File: config.mk
export PLATFORM = sky130hd
export DESIGN_NAME = ess_edge_source_select_status
export DESIGN_NICKNAME = d
export VERILOG_FILES = /design/src/shared/ess_pkg.sv /design/src/verilog/ess_source_mux.sv /design/src/verilog/ess_edge_detect.sv /design/src/verilog/ess_edge_source_select_status.sv
export SDC_FILE = /design/constraint.sdc
export NUM_CORES = 1
export LEC_CHECK = 0
export ABC_AREA = 1
export BUFFER_PORTS_ARGS = -buffer_cell sky130_fd_sc_hd__buf_4
export CORE_ASPECT_RATIO = 0.5
export CORE_MARGIN = 2
export CORE_UTILIZATION = 25
export CTS_CLUSTER_DIAMETER = 100
export DETAILED_ROUTE_END_ITERATION = 6
export PLACE_DENSITY = 0.56
export SLEW_MARGIN = 20
export SYNTH_ARGS = -nofsm -noshare
export SYNTH_HDL_FRONTEND = slang
export SYNTH_SLANG_ARGS = --single-unit
File: constraint.sdc
create_clock -name pclk -period 2.1 [get_ports pclk]
set_input_delay 0.21 -clock pclk [delete_from_list [all_inputs] [get_ports pclk]]
set_output_delay 0.21 -clock pclk [all_outputs]
set_load 0.005 [all_outputs]
File: src/shared/ess_pkg.sv
// constants of the edge source select and edge status block
// assumes a 32-bit apb slave with one aligned word per register
`default_nettype none
package ess_pkg;
   // byte offsets
   localparam logic [11:0] ESS_OFF_CTRL2 = 12'h000;
   localparam logic [11:0] ESS_OFF_GATE = 12'h004;
   localparam logic [11:0] ESS_OFF_IRQ_STAT = 12'h008;
   localparam logic [11:0] ESS_OFF_IRQ_MASK = 12'h00C;
   // edge_control_two field positions
   localparam int ESS_B_E1_MODE = 15;
   localparam int ESS_B_E1_POL = 14;
   localparam int ESS_B_E1_SEL_HI = 13;
   localparam int ESS_B_E1_SEL_LO = 10;
   localparam int ESS_B_E2_FLAG = 9;
   localparam int ESS_B_E1_FLAG = 8;
   localparam int ESS_B_E2_MODE = 7;
   localparam int ESS_B_E2_POL = 6;
   // gate register field positions
   localparam int ESS_B_PASS_EN = 0;
   localparam int ESS_B_SEQ_EN = 1;
   // event bits in the interrupt status and mask registers
   localparam int ESS_B_EV1 = 0;
   localparam int ESS_B_EV2 = 1;
   // reset values
   localparam logic [3:0] ESS_RST_SEL = 4'h0;
   localparam logic [1:0] ESS_RST_EV = 2'h0;
   // first edge source codes
   localparam logic [3:0] ESS_SEL_TIMER1 = 4'h0;
   localparam logic [3:0] ESS_SEL_CMP_OUT1 = 4'h1;
   localparam logic [3:0] ESS_SEL_PIN2 = 4'h2;
   localparam logic [3:0] ESS_SEL_PIN1 = 4'h3;
   localparam logic [3:0] ESS_SEL_PIN3 = 4'h4;
   localparam logic [3:0] ESS_SEL_PIN4 = 4'h5;
   localparam logic [3:0] ESS_SEL_PIN5 = 4'h6;
   localparam logic [3:0] ESS_SEL_PIN6 = 4'h7;
   localparam logic [3:0] ESS_SEL_PIN7 = 4'h8;
   localparam logic [3:0] ESS_SEL_PIN8 = 4'h9;
   localparam logic [3:0] ESS_SEL_CAP1 = 4'hA;
   localparam logic [3:0] ESS_SEL_CAP2 = 4'hB;
   localparam logic [3:0] ESS_SEL_CAP3 = 4'hC;
   localparam logic [3:0] ESS_SEL_CMPR1 = 4'hD;
   localparam logic [3:0] ESS_SEL_CMPR2 = 4'hE;
   localparam logic [3:0] ESS_SEL_CMPR3 = 4'hF;
endpackage
`default_nettype wire

File: src/verilog/ess_source_mux.sv
// sixteen-way source selector for the first edge trigger
// assumes all sources are synchronous to pclk
`default_nettype none
module ess_source_mux
   import ess_pkg::*;
#(
   parameter bit SMALL_PACKAGE = 1'b0
)
(
   input wire logic [3:0] sel,
   input wire logic timer1_event,
   input wire logic compare_output_one,
   input wire logic [8:1] edge_pin,
   input wire logic [2:0] capture_channel,
   input wire logic [2:0] comparator_out,
   output logic src
);
   always_comb
   begin
      case (sel)
         ESS_SEL_TIMER1: src = timer1_event;
         ESS_SEL_CMP_OUT1: src = compare_output_one;
         ESS_SEL_PIN2: src = edge_pin[2];
         ESS_SEL_PIN1: src = edge_pin[1];
         ESS_SEL_PIN3: src = edge_pin[3];
         ESS_SEL_PIN4: src = edge_pin[4];
         ESS_SEL_PIN5: src = edge_pin[5];
         ESS_SEL_PIN6: src = edge_pin[6];
         // pin seven missing on small package
         ESS_SEL_PIN7: src = SMALL_PACKAGE ? 1'b0 : edge_pin[7];
         ESS_SEL_PIN8: src = edge_pin[8];
         ESS_SEL_CAP1: src = capture_channel[0];
         ESS_SEL_CAP2: src = capture_channel[1];
         ESS_SEL_CAP3: src = capture_channel[2];
         ESS_SEL_CMPR1: src = comparator_out[0];
         ESS_SEL_CMPR2: src = comparator_out[1];
         ESS_SEL_CMPR3: src = comparator_out[2];
         default: src = 1'b0;
      endcase
   end
endmodule
`default_nettype wire

File: src/verilog/ess_edge_detect.sv
// turns one source into an event: level or edge, chosen polarity
// assumes sig is synchronous to pclk
`default_nettype none
module ess_edge_detect
   import ess_pkg::*;
(
   input wire logic pclk,
   input wire logic presetn,
   input wire logic sig,
   input wire logic edge_mode,
   input wire logic pol_high,
   output logic hit
);
   logic active;
   logic prev_active;

   assign active = pol_high ? sig : ~sig;

   always_ff @(posedge pclk or negedge presetn)
   begin
      if (!presetn)
         prev_active <= 1'b0;
      else
         prev_active <= active;
   end

   assign hit = edge_mode ? (active & ~prev_active) : active;
endmodule
`default_nettype wire

File: src/verilog/ess_edge_source_select_status.sv
// edge source select and edge status of the charge_time_unit,
// with apb register access and one level interrupt
// assumes edge sources and second_edge_in are synchronous to pclk
//
// How it works
// - codes 1111, 1110, 1101 pick comparator 3, 2, 1 as first edge.
// - codes 1100, 1011, 1010 pick capture channel 3, 2, 1.
// - code 1001 picks edge pin eight.
// - codes 0100, 0011, 0010 pick edge pins three, one and two.
// - code 0001 picks compare output one, 0000 the timer1 event.
// - bit 9 flags the second edge and a write drives the source.
// - bit 8 flags the first edge and a write drives the source.
// - the small package has no edge pin seven, so it reads as zero.
// - with sequencing on, the second edge waits for the first flag.
// - edges reach the flags only while the pass enable is set.
`default_nettype none
module ess_edge_source_select_status
   import ess_pkg::*;
#(
   parameter bit SMALL_PACKAGE = 1'b0
)
(
   input wire logic pclk,
   input wire logic presetn,
   input wire logic psel,
   input wire logic penable,
   input wire logic pwrite,
   input wire logic [11:0] paddr,
   input wire logic [31:0] pwdata,
   output logic [31:0] prdata,
   output logic pready,
   output logic pslverr,
   input wire logic timer1_event,
   input wire logic compare_output_one,
   input wire logic [8:1] edge_pin,
   input wire logic [2:0] capture_channel,
   input wire logic [2:0] comparator_out,
   input wire logic second_edge_in,
   output logic first_edge_occurred_flag,
   output logic second_edge_occurred_flag,
   output logic current_source_on,
   output logic irq
);

////////////////////////////////////////////////////////////////////////
   logic [3:0] first_edge_source_select;
   logic first_edge_mode;
   logic first_edge_polarity;
   logic second_edge_sensitivity_mode;
   logic second_edge_polarity;
   logic edge_pass_enable;
   logic edge_sequence_enable;
   logic [1:0] irq_status;
   logic [1:0] irq_mask;
   logic edge1_src;
   logic [1:0] edge_src;
   logic [1:0] edge_mode;
   logic [1:0] edge_pol;
   logic [1:0] hit;
   logic [1:0] accept;
   logic setup;
   logic access;
   logic wr;
   logic mapped;
   logic wr_ctrl2;
   logic wr_gate;
   logic wr_stat;
   logic wr_mask;
   logic [31:0] next_rdata;

////////////////////////////////////////////////////////////////////////
// apb decode: zero wait states, error on unmapped offsets

   assign setup = psel & ~penable;
   assign access = psel & penable;
   assign wr = access & pwrite;
   assign mapped = (paddr == ESS_OFF_CTRL2) | (paddr == ESS_OFF_GATE) |
                   (paddr == ESS_OFF_IRQ_STAT) | (paddr == ESS_OFF_IRQ_MASK);
   assign wr_ctrl2 = wr & (paddr == ESS_OFF_CTRL2);
   assign wr_gate = wr & (paddr == ESS_OFF_GATE);
   assign wr_stat = wr & (paddr == ESS_OFF_IRQ_STAT);
   assign wr_mask = wr & (paddr == ESS_OFF_IRQ_MASK);
   assign pready = 1'b1;
   assign pslverr = access & ~mapped;

   always_comb
   begin
      next_rdata = 32'h0000_0000;
      case (paddr)
         ESS_OFF_CTRL2:
         begin
            next_rdata[ESS_B_E1_MODE] = first_edge_mode;
            next_rdata[ESS_B_E1_POL] = first_edge_polarity;
            next_rdata[ESS_B_E1_SEL_HI:ESS_B_E1_SEL_LO] =
               first_edge_source_select;
            next_rdata[ESS_B_E2_FLAG] = second_edge_occurred_flag;
            next_rdata[ESS_B_E1_FLAG] = first_edge_occurred_flag;
            next_rdata[ESS_B_E2_MODE] = second_edge_sensitivity_mode;
            next_rdata[ESS_B_E2_POL] = second_edge_polarity;
         end
         ESS_OFF_GATE:
         begin
            next_rdata[ESS_B_PASS_EN] = edge_pass_enable;
            next_rdata[ESS_B_SEQ_EN] = edge_sequence_enable;
         end
         ESS_OFF_IRQ_STAT: next_rdata[1:0] = irq_status;
         ESS_OFF_IRQ_MASK: next_rdata[1:0] = irq_mask;
         default: next_rdata = 32'h0000_0000;
      endcase
   end

   // captured in setup so prdata comes from a flop in the access phase
   always_ff @(posedge pclk or negedge presetn)
   begin
      if (!presetn)
         prdata <= 32'h0000_0000;
      else if (setup && !pwrite)
         prdata <= next_rdata;
   end

////////////////////////////////////////////////////////////////////////
// configuration fields

   always_ff @(posedge pclk or negedge presetn)
   begin
      if (!presetn)
      begin
         first_edge_source_select <= ESS_RST_SEL;
         first_edge_mode <= 1'b0;
         first_edge_polarity <= 1'b0;
         second_edge_sensitivity_mode <= 1'b0;
         second_edge_polarity <= 1'b0;
      end
      else if (wr_ctrl2)
      begin
         first_edge_source_select <=
            pwdata[ESS_B_E1_SEL_HI:ESS_B_E1_SEL_LO];
         first_edge_mode <= pwdata[ESS_B_E1_MODE];
         first_edge_polarity <= pwdata[ESS_B_E1_POL];
         second_edge_sensitivity_mode <= pwdata[ESS_B_E2_MODE];
         second_edge_polarity <= pwdata[ESS_B_E2_POL];
      end
   end

   always_ff @(posedge pclk or negedge presetn)
   begin
      if (!presetn)
      begin
         edge_pass_enable <= 1'b0;
         edge_sequence_enable <= 1'b0;
      end
      else if (wr_gate)
      begin
         edge_pass_enable <= pwdata[ESS_B_PASS_EN];
         edge_sequence_enable <= pwdata[ESS_B_SEQ_EN];
      end
   end

////////////////////////////////////////////////////////////////////////
// source selection and event detection

   ess_source_mux #(
      .SMALL_PACKAGE(SMALL_PACKAGE)
   ) u_mux (
      .sel(first_edge_source_select),
      .timer1_event(timer1_event),
      .compare_output_one(compare_output_one),
      .edge_pin(edge_pin),
      .capture_channel(capture_channel),
      .comparator_out(comparator_out),
      .src(edge1_src)
   );

   assign edge_src = {second_edge_in, edge1_src};
   assign edge_mode = {second_edge_sensitivity_mode, first_edge_mode};
   assign edge_pol = {second_edge_polarity, first_edge_polarity};

   genvar gi;
   generate
      for (gi = 0; gi < 2; gi++)
      begin : g_det
         ess_edge_detect u_det (
            .pclk(pclk),
            .presetn(presetn),
            .sig(edge_src[gi]),
            .edge_mode(edge_mode[gi]),
            .pol_high(edge_pol[gi]),
            .hit(hit[gi])
         );
      end
   endgenerate

   assign accept[0] = hit[0] & edge_pass_enable;
   assign accept[1] = hit[1] & edge_pass_enable &
                      (~edge_sequence_enable | first_edge_occurred_flag);

////////////////////////////////////////////////////////////////////////
// edge status flags; a hardware edge wins over a software write

   always_ff @(posedge pclk or negedge presetn)
   begin
      if (!presetn)
         first_edge_occurred_flag <= 1'b0;
      else if (accept[0])
         first_edge_occurred_flag <= 1'b1;
      else if (wr_ctrl2)
         first_edge_occurred_flag <= pwdata[ESS_B_E1_FLAG];
   end

   always_ff @(posedge pclk or negedge presetn)
   begin
      if (!presetn)
         second_edge_occurred_flag <= 1'b0;
      else if (accept[1])
         second_edge_occurred_flag <= 1'b1;
      else if (wr_ctrl2)
         second_edge_occurred_flag <= pwdata[ESS_B_E2_FLAG];
   end

   // current source follows the two flags
   assign current_source_on = first_edge_occurred_flag ^
                              second_edge_occurred_flag;

////////////////////////////////////////////////////////////////////////
// interrupt: sticky events, write one to clear, set beats clear

   always_ff @(posedge pclk or negedge presetn)
   begin
      if (!presetn)
         irq_status <= ESS_RST_EV;
      else
         irq_status <= accept | (irq_status & ~({2{wr_stat}} & pwdata[1:0]));
   end

   always_ff @(posedge pclk or negedge presetn)
   begin
      if (!presetn)
         irq_mask <= ESS_RST_EV;
      else if (wr_mask)
         irq_mask <= pwdata[1:0];
   end

   assign irq = |(irq_status & irq_mask);
endmodule
`default_nettype wire

# [Word level (Yosys, flattened, before mapping)]
# Cells that the tools add are included.
[word_totals] ff_bits=30 elab_cells=80 in_bits=66 out_inout_bits=38
[classes] mux=11 n_eq_ne=18 n_reduce_logical=7 n_bitwise=30
[ops] operator="== test 4 bit (second input constant)" count=8
[ops] operator="== test 12 x 4 -> 1 bit (second input constant)" count=2
[ops] operator="== test 4 x 3 -> 1 bit (second input constant)" count=4
[ops] operator="one-hot mux 1 bit (16 select lines)" count=1
[ops] operator="AND 1 bit" count=13
[ops] operator="== test 12 x 3 -> 1 bit (second input constant)" count=1
[ops] operator="logical NOT 12 bit" count=1
[ops] operator="two-way mux 10 bit" count=1
[ops] operator="== test 4 x 2 -> 1 bit (second input constant)" count=2
[ops] operator="two-way mux 1 bit" count=8
[ops] operator="inverter 1 bit" count=7
[ops] operator="AND 2 bit" count=3
[ops] operator="one-hot mux 2 bit (3 select lines)" count=1
[ops] operator="== test 4 x 1 -> 1 bit (second input constant)" count=1
[ops] operator="logical NOT 4 bit" count=1
[ops] operator="OR 1 bit" count=4
[ops] operator="nonzero test 2 bit" count=2
[ops] operator="inverter 2 bit" count=1
[ops] operator="OR 2 bit" count=1
[ops] operator="OR reduction 2 bit" count=1
[ops] operator="logical AND 1 bit" count=1
[ops] operator="logical NOT 1 bit" count=1
[ops] operator="XOR 1 bit" count=1

# [Depth between registers and ports, before layout]
# Gate-level depths: netlist of the first run.
[depth] word_depth=8 depth_mapped=11 ltp_nobuf=10

# [Cells and area by module]
# A second synthesis of the first run with hierarchy kept.
[unflattened] hier_cells=242 area_unflattened_um2=1875.5
[modules_own_cells] module="ess_edge_source_select_status" instances=1 cells_each=178 area_each_um2=1537.7 seq_area_each_um2=700.7
[modules_own_cells] module="ess_source_mux" instances=1 cells_each=44 area_each_um2=210.2 seq_area_each_um2=0.0
[modules_own_cells] module="ess_edge_detect" instances=2 cells_each=10 area_each_um2=63.8 seq_area_each_um2=25.0

# [Least setup slack after synthesis of the first run]
# Ideal clock, no wire load.
[synth_path] path_kind="flip-flop to flip-flop" start="register first_edge_source_select[0]" end="register g_det[0].u_det.prev_active" path_buffers=1 path_stages_with_launch=10 period_less_slack_ns=1.276 setup_ns=0.119 arrival_ns=1.157 setup_slack_ns=0.824 t_required_ns=1.981 cell_sequence="dfrtp_1 -> buf_4 -> inv_2 -> nand3_1 -> nand2_1 -> o21ai_0 -> nand2_1 -> nor2_1 -> nand3_1 -> and2_1"
[synth_via] elab_chain_cells=4 elab_cells_between_ends=19 cone_classes="eq/ne (15); mux (2); bitwise (1); reduce/logical (1)"
[synth_rtl] element="start, declared" line="ess_edge_source_select_status.sv:46" text="logic [3:0] first_edge_source_select;"
[synth_rtl] element="start signal, assigned" line="ess_edge_source_select_status.sv:136" text="first_edge_source_select <="
[synth_rtl] element="== test 4 bit (tied with other cells)" line="ess_source_mux.sv:20" text="case (sel)"
[synth_rtl] element="one-hot mux 1 bit (16 select lines) (*)" line="ess_source_mux.sv:20"
[synth_rtl] element="inverter 1 bit" line="ess_edge_detect.sv:17" text="assign active = pol_high ? sig : ~sig;"
[synth_rtl] element="two-way mux 1 bit (*)" line="ess_edge_detect.sv:17"
[synth_rtl] element="net g_det[0].u_det.active" line="ess_edge_detect.sv:14" text="logic active;"
[synth_rtl] element="end signal, assigned" line="ess_edge_detect.sv:24" text="prev_active <= active;"
[synth_rtl] element="end, declared" line="ess_edge_detect.sv:15" text="logic prev_active;"
# The timed path passes the listed nets; every way through them passes the cells marked *.
# A chain may end at the register's enable or synchronous reset.

# [Worst setup path after layout of the first run]
[layout_path] start="register first_edge_source_select[0]" end="register irq_status[0]"
[layout_via] elab_chain_cells=8 elab_cells_between_ends=23 cone_classes="eq/ne (15); mux (3); bitwise (4); reduce/logical (1)"
[layout_rtl] element="== test 4 bit (tied with other cells)" line="ess_source_mux.sv:20"
[layout_rtl] element="one-hot mux 1 bit (16 select lines) (*)" line="ess_source_mux.sv:20"
[layout_rtl] element="inverter 1 bit" line="ess_edge_detect.sv:17"
[layout_rtl] element="two-way mux 1 bit (*)" line="ess_edge_detect.sv:17"
[layout_rtl] element="AND 1 bit" line="ess_edge_detect.sv:27" text="assign hit = edge_mode ? (active & ~prev_active) : active;"
[layout_rtl] element="two-way mux 1 bit (*)" line="ess_edge_detect.sv:27"
[layout_rtl] element="AND 1 bit (*)" line="ess_edge_source_select_status.sv:193" text="assign accept[0] = hit[0] & edge_pass_enable;"
[layout_rtl] element="OR 2 bit (*)" line="ess_edge_source_select_status.sv:232" text="irq_status <= accept | (irq_status & ~({2{wr_stat}} & pwdata[1:0]));"
[layout_rtl] element="end signal, assigned" line="ess_edge_source_select_status.sv:232"
[layout_rtl] element="end, declared" line="ess_edge_source_select_status.sv:53" text="logic [1:0] irq_status;"
# Mark *: on every way between the ends. The rest lies on a longest branch, timed or not.

==> impl_metrics.xml, run 1 <==
<?xml version="1.0" encoding="UTF-8"?>
<metrics>
  <group name="sta">
    <metric name="fmaxAchievable" unit="MHz">605</metric>
    <metric name="tightestPinTransition" unit="ns">0.637</metric>
    <metric name="max-slew-margin-rel" unit="%">57.5</metric>
    <metric name="fin_tns_setup" unit="ns">0</metric>
    <metric name="final-hold-violation-count" unit="">0</metric>
    <metric name="grt_setup_unrepaired" unit="">no</metric>
    <metric name="skew" unit="ns">0.00283</metric>
    <metric name="period_minus_slack" unit="ns">1.65</metric>
    <metric name="timing.final.max_slew_violations" unit="">0</metric>
    <metric name="final_period_util" unit="%">78.8</metric>
    <metric name="finalSetupViolations" unit="">0</metric>
  </group>
  <group name="power">
    <metric name="pwr-share-clk" unit="%">51.8</metric>
    <metric name="share_seq_of_total_power" unit="%">39.6</metric>
    <metric name="leakage" unit="nW">1.28</metric>
    <metric name="int_power" unit="mW">1.18</metric>
    <metric name="pwr_density_cell" unit="nW/um2">602</metric>
    <metric name="switching_power" unit="uW">289</metric>
    <metric name="p_sw_share" unit="%">19.6</metric>
    <metric name="comb_power_share" unit="%">8.6</metric>
    <metric name="irDropWorstVdd" unit="mV">0.340</metric>
  </group>
  <group name="die">
    <metric name="dieWidth" unit="um">125</metric>
    <metric name="die_area" unit="um2">8010</metric>
    <metric name="core_region_area" unit="um2">6860</metric>
    <metric name="die-height" unit="um">64.3</metric>
    <metric name="top_level_ports" unit="">104</metric>
    <metric name="placementRows" unit="">21</metric>
    <metric name="floorplan.initialDensity" unit="%">26.5</metric>
  </group>
  <group name="clock_tree">
    <metric name="cts_max_path_buffers" unit="">2</metric>
    <metric name="clkSinkCount" unit="">30</metric>
    <metric name="cts_resized" unit="">0</metric>
    <metric name="tritoncts" unit="">done</metric>
    <metric name="clockRootBuffer" unit="">sky130_fd_sc_hd__clkbuf_16</metric>
    <metric name="ctsHtreeMaxLevel" unit="">2</metric>
    <metric name="cts_buffers" unit="">5</metric>
    <metric name="clkLatencyLatePin" unit="ns">0.27</metric>
    <metric name="clkSlewWorstSetupHoldPaths" unit="ns">0.05</metric>
  </group>
  <group name="yosys">
    <metric name="synth_area_leader" unit="">sky130_fd_sc_hd__dfrtp_1</metric>
    <metric name="synth_area" unit="um2">1820</metric>
    <metric name="synth-edff-count" unit="">0</metric>
    <metric name="synthesis.yosys.warnings" unit="">0</metric>
    <metric name="netlist.area_leader.share" unit="%">41.3</metric>
    <metric name="synthFlopType" unit="">sky130_fd_sc_hd__dfrtp_1</metric>
    <metric name="yosys.cell_count.top_type" unit="">sky130_fd_sc_hd__nand2_1</metric>
    <metric name="ys_seq_elements" unit="">30</metric>
    <metric name="seq_area_frac_synth" unit="%">41.3</metric>
    <metric name="post_synth_num_cell_types" unit="">28</metric>
    <metric name="synthesis.area_per_instance" unit="um2">7.73</metric>
    <metric name="async_flop_share" unit="%">100</metric>
    <metric name="ys_top_cells_by_area" unit="">sky130_fd_sc_hd__dfrtp_1 (41%), sky130_fd_sc_hd__nand2_1 (9.9%), sky130_fd_sc_hd__buf_4 (9.5%), sky130_fd_sc_hd__nand3_1 (6.3%), sky130_fd_sc_hd__nor2_1 (5.0%)</metric>
    <metric name="postSynthCellCount" unit="">235</metric>
    <metric name="synth.cells.most_frequent" unit="">sky130_fd_sc_hd__nand2_1 (48), sky130_fd_sc_hd__dfrtp_1 (30), sky130_fd_sc_hd__nor2_1 (24)</metric>
  </group>
  <group name="placement">
    <metric name="placed_cells_incl_taps" unit="">381</metric>
    <metric name="post_dp_hpwl" unit="um">3380</metric>
    <metric name="io_buffers" unit="">62</metric>
    <metric name="gp_routability_congestion" unit="">0.804</metric>
  </group>
  <group name="setup_path">
    <metric name="critical_path.startpoint_type" unit="">flop</metric>
    <metric name="arrival" unit="ns">1.81</metric>
    <metric name="criticalPathCategory" unit="">flop to flop</metric>
    <metric name="cp-end-kind" unit="">flop</metric>
    <metric name="critPathMaxFanout" unit="">11</metric>
    <metric name="required" unit="ns">2.25</metric>
  </group>
  <group name="global_routing">
    <metric name="grt_use_total" unit="%">11.1</metric>
    <metric name="grt_pass1_wl" unit="um">7250</metric>
    <metric name="vias_in_the_first_global_route" unit="">1583</metric>
    <metric name="maximum_number_of_pins_on_one_net_before_global_route_repair" unit="">31</metric>
    <metric name="grt_antenna_before_repair" unit="">0</metric>
    <metric name="grt_overflow_total" unit="">0</metric>
  </group>
  <group name="detailed_routing">
    <metric name="routed_via_density" unit="">4.20</metric>
    <metric name="vias" unit="">1638</metric>
    <metric name="postRouteWirelength" unit="um">4330</metric>
    <metric name="drt_iter0_drc" unit="">104</metric>
    <metric name="ant_nets" unit="">0</metric>
    <metric name="drt-pass1-iter-count" unit="">4</metric>
    <metric name="drc" unit="">0</metric>
    <metric name="post_drt_wl_per_cell" unit="um">11.1</metric>
  </group>
  <group name="status">
    <metric name="outcome" unit="">finished, final reports clean</metric>
  </group>
  <group name="final_layout">
    <metric name="antenna-diode-count" unit="">0</metric>
    <metric name="fraction_of_final_layout_cells_sized_beyond_drive_strength_1" unit="%">30.2</metric>
    <metric name="final_nets" unit="">363</metric>
    <metric name="stdcell_count" unit="">390</metric>
    <metric name="area_growth" unit="%">34.6</metric>
  </group>
  <group name="worst_hold_path">
    <metric name="min_path_type" unit="">input port to flop</metric>
  </group>
  <group name="run">
    <metric name="cap_viol_max_count" unit="">0</metric>
  </group>
</metrics>
==> power groups by stage <==
stage | combinational (mW) | clock (mW) | sequential (mW)
4_1_cts | 0.128 | 0.788 | 0.583
3_3_place_gp | 0.124 | 0 | 0.593
3_5_place_dp | 0.126 | 0 | 0.593
6_report | 0.126 | 0.763 | 0.584
2_1_floorplan | 0.0669 | 0 | 0.593
5_1_grt | 0.142 | 0.812 | 0.583
==> registers in the layout (all words and copies together), names as in the netlist <==
| name | count |
|---|---|
| first_edge_source_select | 4 |
| prdata | 12 |
| irq_mask | 2 |
| second_edge_occurred_flag | 1 |
| second_edge_polarity | 1 |
| g_det.u_det.prev_active | 2 |
| second_edge_sensitivity_mode | 1 |
| edge_pass_enable | 1 |
| irq_status | 2 |
| edge_sequence_enable | 1 |
| first_edge_mode | 1 |
| first_edge_occurred_flag | 1 |
| first_edge_polarity | 1 |
==> final cells by class <==
type	count	area (um2)
Fill cell	727	4410
Multi-Input combinational cell	170	836
Sequential cell	30	751
Timing Repair Buffer	63	475
Clock buffer	8	166
Tap cell	92	115
Inverter	27	101
==> cells in the final DEF (no fill, tap or decap), drive strengths merged <==
| cell | Yosys | layout |
|---|---|---|
| o21ai | 12 | 12 |
| inv | 27 | 27 |
| nor3b | 1 | 1 |
| a22o | 1 | 1 |
| nand4 | 2 | 2 |
| buf | 25 | 62 |
| nor2 | 29 | 29 |
| o21bai | 1 | 1 |
| o31ai | 9 | 9 |
| nand2 | 51 | 51 |
| a21oi | 11 | 11 |
| and3 | 1 | 1 |
| and2 | 1 | 1 |
| xor2 | 2 | 2 |
| nand3 | 23 | 23 |
| dlygate4sd3 | 0 | 1 |
| clkbuf | 2 | 8 |
| nor3 | 4 | 4 |
| conb | 2 | 21 |
| dfrtp | 30 | 30 |
| o211ai | 1 | 1 |
==> per-stage QoR <==
step / utilization [%] / power, mW / worst slack (ns) / hold WS, ns / instance area [um2]
after floorplan: - / 0.660 / 0.824 / -0.0856 / 1890
final: 35.7 / 1.47 / 0.446 / 0.178 / 2440
after CTS: 35.7 / 1.50 / 0.461 / 0.176 / 2440
after detailed placement: 33.1 / 0.719 / 0.484 / 0.167 / 2270
after global placement: 33.1 / 0.717 / 0.491 / 0.158 / 2270
after global routing: 35.7 / 1.54 / 0.202 / 0.186 / 2440
==> final timing paths <==
check	startpoint	end	slack, ns	depth (start not counted)
min in group asynchronous	presetn	first_edge_source_select[0]	0.40	2
min	pwdata[10]	first_edge_source_select[0]	0.18	3
max reg2reg	first_edge_source_select[0]	irq_status[0]	0.45	10
max in group asynchronous	presetn	prdata[1]	1.41	2
max	first_edge_source_select[0]	irq_status[0]	0.45	10
min reg2reg	prdata[1]	prdata[1]	0.48	2
==> critical path, stage by stage (launching register included) <==
cell	delay [ns]
sky130_fd_sc_hd__dfrtp_1	0.51
sky130_fd_sc_hd__nor2_1	0.33
sky130_fd_sc_hd__nand2_1	0.11
sky130_fd_sc_hd__nand2_1	0.08
sky130_fd_sc_hd__o21ai_0	0.07
sky130_fd_sc_hd__nand2_1	0.09
sky130_fd_sc_hd__inv_1	0.04
sky130_fd_sc_hd__nand2_1	0.05
sky130_fd_sc_hd__nand3_1	0.09
sky130_fd_sc_hd__nand3_1	0.12
sky130_fd_sc_hd__nand2_1	0.06
==> cell families after synthesis <==
logic type / Yosys count / share of synthesized area (%)
AND/OR/NAND/NOR: 112 / 27.7
buffers and inverters: 54 / 16.6
AO/OA/AOI/OAI: 35 / 13.0
flip-flops: 30 / 41.3
XOR/XNOR: 2 / 0.964
other: 2 / 0.413
==> metal layers <==
layer | vias to the layer above | track usage [%] | part of all wire, %
met3 | 2 | 3.10 | 6.4
met4 | 0 | 3.37 | 0.62
li1 | 833 | - | -
met1 | 747 | 13.9 | 46
met5 | - | 0 | 0
met2 | 56 | 18.8 | 47
==> timing repair <==
item	4_1_cts	5_1_grt
buffers inserted	0	0
hold endpoints to repair	30	0
hold buffers	1	0
(Power assumes the default switching activity.)
==> run 2, diff against run 1 <==
--- a/config.mk
+++ b/config.mk
@@ -5,14 +5,14 @@
 export SDC_FILE = /design/constraint.sdc
 export NUM_CORES = 1
 export LEC_CHECK = 0
-export ABC_AREA = 1
+export ABC_AREA = 0
 export BUFFER_PORTS_ARGS = -buffer_cell sky130_fd_sc_hd__buf_4
 export CORE_ASPECT_RATIO = 0.5
 export CORE_MARGIN = 2
 export CORE_UTILIZATION = 25
 export CTS_CLUSTER_DIAMETER = 100
 export DETAILED_ROUTE_END_ITERATION = 6
-export PLACE_DENSITY = 0.56
+export PLACE_DENSITY = 0.59
 export SLEW_MARGIN = 20
 export SYNTH_ARGS = -nofsm -noshare
 export SYNTH_HDL_FRONTEND = slang
==> constraint.sdc (replaced) <==
create_clock -name pclk -period 1.35 [get_ports pclk]
set_input_delay 0.135 -clock pclk [delete_from_list [all_inputs] [get_ports pclk]]
set_output_delay 0.135 -clock pclk [all_outputs]
set_load 0.005 [all_outputs]
==> impl_metrics.xml, run 2 <==
<?xml version="1.0" encoding="UTF-8"?>
<metrics>
  <group name="status">
    <metric name="outcome" unit="">complete, but fails checks</metric>
    <metric name="failed_checks" unit="">negative setup slack</metric>
  </group>
  <group name="setup_path">
    <metric name="slowest_stage" unit="">sky130_fd_sc_hd__mux4_2</metric>
    <metric name="critical_register_to_register_path_endpoint" unit="">first_edge_occurred_flag</metric>
    <metric name="arrival" unit="ns">2.00</metric>
    <metric name="critPathMaxFanout" unit="">5</metric>
    <metric name="critical_path.startpoint_type" unit="">flop</metric>
    <metric name="cp_slowest_stage_delay" unit="ns">0.51</metric>
    <metric name="cp-end-kind" unit="">flop</metric>
    <metric name="worst-r2r-cell-count" unit="">4</metric>
    <metric name="required" unit="ns">1.50</metric>
    <metric name="criticalPathCategory" unit="">flop to flop</metric>
    <metric name="worst_path_most_repeated_cell" unit="">sky130_fd_sc_hd__mux4_2</metric>
    <metric name="regToRegStartpoint" unit="">first_edge_source_select[0]</metric>
    <metric name="critical_path_cell_by_cell" unit="">mux4_2 -&gt; mux4_2 -&gt; xor2_2 -&gt; o211ai_2</metric>
    <metric name="rrSetupSlack" unit="ns">-0.51</metric>
  </group>
  <group name="yosys">
    <metric name="seq_area_frac_synth" unit="%">47.2</metric>
    <metric name="synth-edff-count" unit="">0</metric>
    <metric name="synth.cells.most_frequent" unit="">sky130_fd_sc_hd__dfrtp_1 (30), sky130_fd_sc_hd__buf_4 (21), sky130_fd_sc_hd__mux2_2 (13)</metric>
    <metric name="postSynthCellCount" unit="">131</metric>
    <metric name="synth_area_leader" unit="">sky130_fd_sc_hd__dfrtp_1</metric>
    <metric name="synthesis.yosys.warnings" unit="">0</metric>
    <metric name="netlist.area_leader.share" unit="%">47.2</metric>
    <metric name="synth_area" unit="um2">1590</metric>
    <metric name="async_flop_share" unit="%">100</metric>
    <metric name="ys_seq_elements" unit="">30</metric>
    <metric name="synthesis.area_per_instance" unit="um2">12.1</metric>
    <metric name="synthFlopType" unit="">sky130_fd_sc_hd__dfrtp_1</metric>
    <metric name="yosys.cell_count.top_type" unit="">sky130_fd_sc_hd__dfrtp_1</metric>
    <metric name="post_synth_num_cell_types" unit="">30</metric>
    <metric name="ys_top_cells_by_area" unit="">sky130_fd_sc_hd__dfrtp_1 (47%), sky130_fd_sc_hd__buf_4 (9.9%), sky130_fd_sc_hd__mux2_2 (9.2%), sky130_fd_sc_hd__mux4_1 (6.6%), sky130_fd_sc_hd__a22o_1 (5.5%)</metric>
  </group>
  <group name="global_routing">
    <metric name="maximum_number_of_pins_on_one_net_before_global_route_repair" unit="">31</metric>
    <metric name="grt_use_total" unit="%">11.7</metric>
    <metric name="grt_antenna_before_repair" unit="">0</metric>
    <metric name="grt_overflow_total" unit="">0</metric>
    <metric name="vias_in_the_first_global_route" unit="">1318</metric>
    <metric name="grt_pass1_wl" unit="um">6200</metric>
  </group>
  <group name="final_layout">
    <metric name="fill_cells" unit="">596</metric>
    <metric name="final_util" unit="%">39.6</metric>
    <metric name="fraction_of_final_layout_cells_sized_beyond_drive_strength_1" unit="%">53.1</metric>
    <metric name="largest_register_ff_count" unit="">12</metric>
    <metric name="max_flop_register" unit="">prdata</metric>
    <metric name="final_nets" unit="">276</metric>
    <metric name="antenna-diode-count" unit="">0</metric>
    <metric name="layout_commonest_cell" unit="">sky130_fd_sc_hd__buf_4</metric>
    <metric name="layout_common_cells" unit="">sky130_fd_sc_hd__buf_4 (68), sky130_fd_sc_hd__dfrtp_1 (29), sky130_fd_sc_hd__conb_1 (21)</metric>
    <metric name="area_growth" unit="%">51.9</metric>
    <metric name="biggestRegsByFlops" unit="">prdata (12), first_edge_source_select (4)</metric>
  </group>
  <group name="die">
    <metric name="core_region_area" unit="um2">6110</metric>
    <metric name="dieWidth" unit="um">117</metric>
    <metric name="die-height" unit="um">60.4</metric>
    <metric name="die_area" unit="um2">7050</metric>
    <metric name="placementRows" unit="">20</metric>
    <metric name="floorplan.initialDensity" unit="%">26.0</metric>
    <metric name="top_level_ports" unit="">104</metric>
  </group>
  <group name="power">
    <metric name="share_seq_of_total_power" unit="%">40.9</metric>
    <metric name="irDropWorstVdd" unit="mV">0.407</metric>
    <metric name="switching_power" unit="uW">468</metric>
    <metric name="pwr-share-clk" unit="%">49.0</metric>
    <metric name="int_power" unit="mW">1.77</metric>
    <metric name="leakage" unit="nW">1.18</metric>
    <metric name="p_sw_share" unit="%">20.9</metric>
    <metric name="comb_power_share" unit="%">10.1</metric>
    <metric name="pwr_density_cell" unit="nW/um2">926</metric>
    <metric name="power" unit="mW">2.24</metric>
  </group>
  <group name="sta">
    <metric name="timing.final.max_slew_violations" unit="">0</metric>
    <metric name="final_period_util" unit="%">138</metric>
    <metric name="period_minus_slack" unit="ns">1.86</metric>
    <metric name="fmaxAchievable" unit="MHz">539</metric>
    <metric name="setup_ws" unit="ns">-0.506</metric>
    <metric name="final-hold-violation-count" unit="">0</metric>
    <metric name="skew" unit="ns">0.00325</metric>
    <metric name="post_route_hold_slack" unit="ns">0.0891</metric>
    <metric name="grt_setup_unrepaired" unit="">yes</metric>
    <metric name="finalSetupViolations" unit="">3</metric>
  </group>
  <group name="worst_hold_path">
    <metric name="worst_hold_startpoint" unit="">second_edge_in</metric>
    <metric name="worstHoldEndpoint" unit="">g_det[1].u_det.prev_active</metric>
    <metric name="cell_depth_of_the_worst_hold_path" unit="">2</metric>
    <metric name="min_path_type" unit="">input port to flop</metric>
  </group>
  <group name="detailed_routing">
    <metric name="drt-pass1-iter-count" unit="">4</metric>
    <metric name="drc" unit="">0</metric>
    <metric name="postRouteWirelength" unit="um">3970</metric>
    <metric name="post_drt_wl_per_cell" unit="um">13.3</metric>
    <metric name="drt_iter0_drc" unit="">27</metric>
    <metric name="ant_nets" unit="">0</metric>
    <metric name="vias" unit="">1281</metric>
    <metric name="routed_via_density" unit="">4.28</metric>
  </group>
  <group name="placement">
    <metric name="post_dp_hpwl" unit="um">3020</metric>
    <metric name="gp_routability_congestion" unit="">0.744</metric>
    <metric name="io_buffers" unit="">62</metric>
  </group>
  <group name="clock_tree">
    <metric name="clkSinkCount" unit="">30</metric>
    <metric name="cts_max_path_buffers" unit="">2</metric>
    <metric name="ctsHtreeMaxLevel" unit="">2</metric>
    <metric name="tritoncts" unit="">done</metric>
    <metric name="cts_buffers" unit="">5</metric>
    <metric name="clockRootBuffer" unit="">sky130_fd_sc_hd__clkbuf_16</metric>
    <metric name="clkSlewWorstSetupHoldPaths" unit="ns">0.05</metric>
    <metric name="clkLatencyLatePin" unit="ns">0.27</metric>
  </group>
  <group name="run">
    <metric name="cap_viol_max_count" unit="">0</metric>
  </group>
</metrics>
[run 2: cells by family (layout without fill, tap and decap cells)]
logic type	after synthesis	in the layout	synth area share [%]
simple gates	29	29	10.5
other cells	2	21	0.472
compound gates	23	23	11.4
mux	18	18	17.2
buf+inv	26	87	11.6
xor+xnor	3	3	1.65
flops	30	30	47.2
[run 2: power by group through the flow]
| stage | Clock [mW] | Combinational [mW] | Sequential [mW] |
|---|---|---|---|
| global placement | 0 | 0.212 | 0.929 |
| floorplan | 0 | 0.102 | 0.928 |
| CTS | 1.11 | 0.221 | 0.915 |
| finish | 1.10 | 0.227 | 0.915 |
| global route | 1.17 | 0.252 | 0.915 |
| detailed placement | 0 | 0.217 | 0.929 |
[run 2: worst max path at each step]
stage / start / endpoint / slack (ns) / depth (start not counted)
2_1_floorplan: first_edge_source_select[0] / first_edge_occurred_flag / -0.49 / 5
3_3_place_gp: first_edge_source_select[0] / first_edge_occurred_flag / -0.59 / 4
3_5_place_dp: first_edge_source_select[0] / first_edge_occurred_flag / -0.63 / 4
4_1_cts: first_edge_source_select[0] / first_edge_occurred_flag / -0.52 / 4
5_1_grt: first_edge_source_select[0] / first_edge_occurred_flag / -0.58 / 4
6_report: first_edge_source_select[0] / first_edge_occurred_flag / -0.51 / 4
[run 2: per-stage QoR]
stage	instance area, um2	std cells	setup WS, ns	setup TNS, ns
floorplan	1680	150	-0.490	-1.98
global placement	2170	287	-0.586	-4.60
detailed placement	2170	287	-0.627	-5.46
CTS	2350	298	-0.524	-1.53
global route	2420	299	-0.582	-1.90
finish	2420	299	-0.506	-1.46
[run 2: layout make-up]
type / count / area (um2) / area share, %
repair buffers: 77 / 619 / 25.6
flip-flops and latches: 30 / 752 / 31.1
clock buffers: 7 / 143 / 5.90
well taps: 88 / 110 / 4.56
inverters: 2 / 7.51 / 0.311
clock inverters: 1 / 5.00 / 0.207
multi-input cells: 94 / 779 / 32.3
[run 2: repair_timing]
| action | in CTS | in global routing |
|---|---|---|
| pin swaps | 4 | 3 |
| cloned | 0 | 0 |
| gates resized for setup | 1 | 16 |
| setup buffers | 2 | 1 |
| endpoints found under the setup margin | 6 | 12 |
| endpoints found under the hold margin | 30 | 0 |
| hold buffers | 1 | 0 |
[run 2: layer usage]
layer  wire length, um  up-vias  track usage [%]
li1                  -      600                -
met1              1600      641             13.4
met2              2180       32             20.8
met3               121        8             3.40
met4                67        0             5.71
met5                 0        -                0
[run 2: worst max-delay path, delay by kind of cell, from the launching register on]
kind,cells,cell delay (ns)
xor+xnor,1,0.20
flops,1,0.43
compound gates,1,0.09
mux,2,1.01
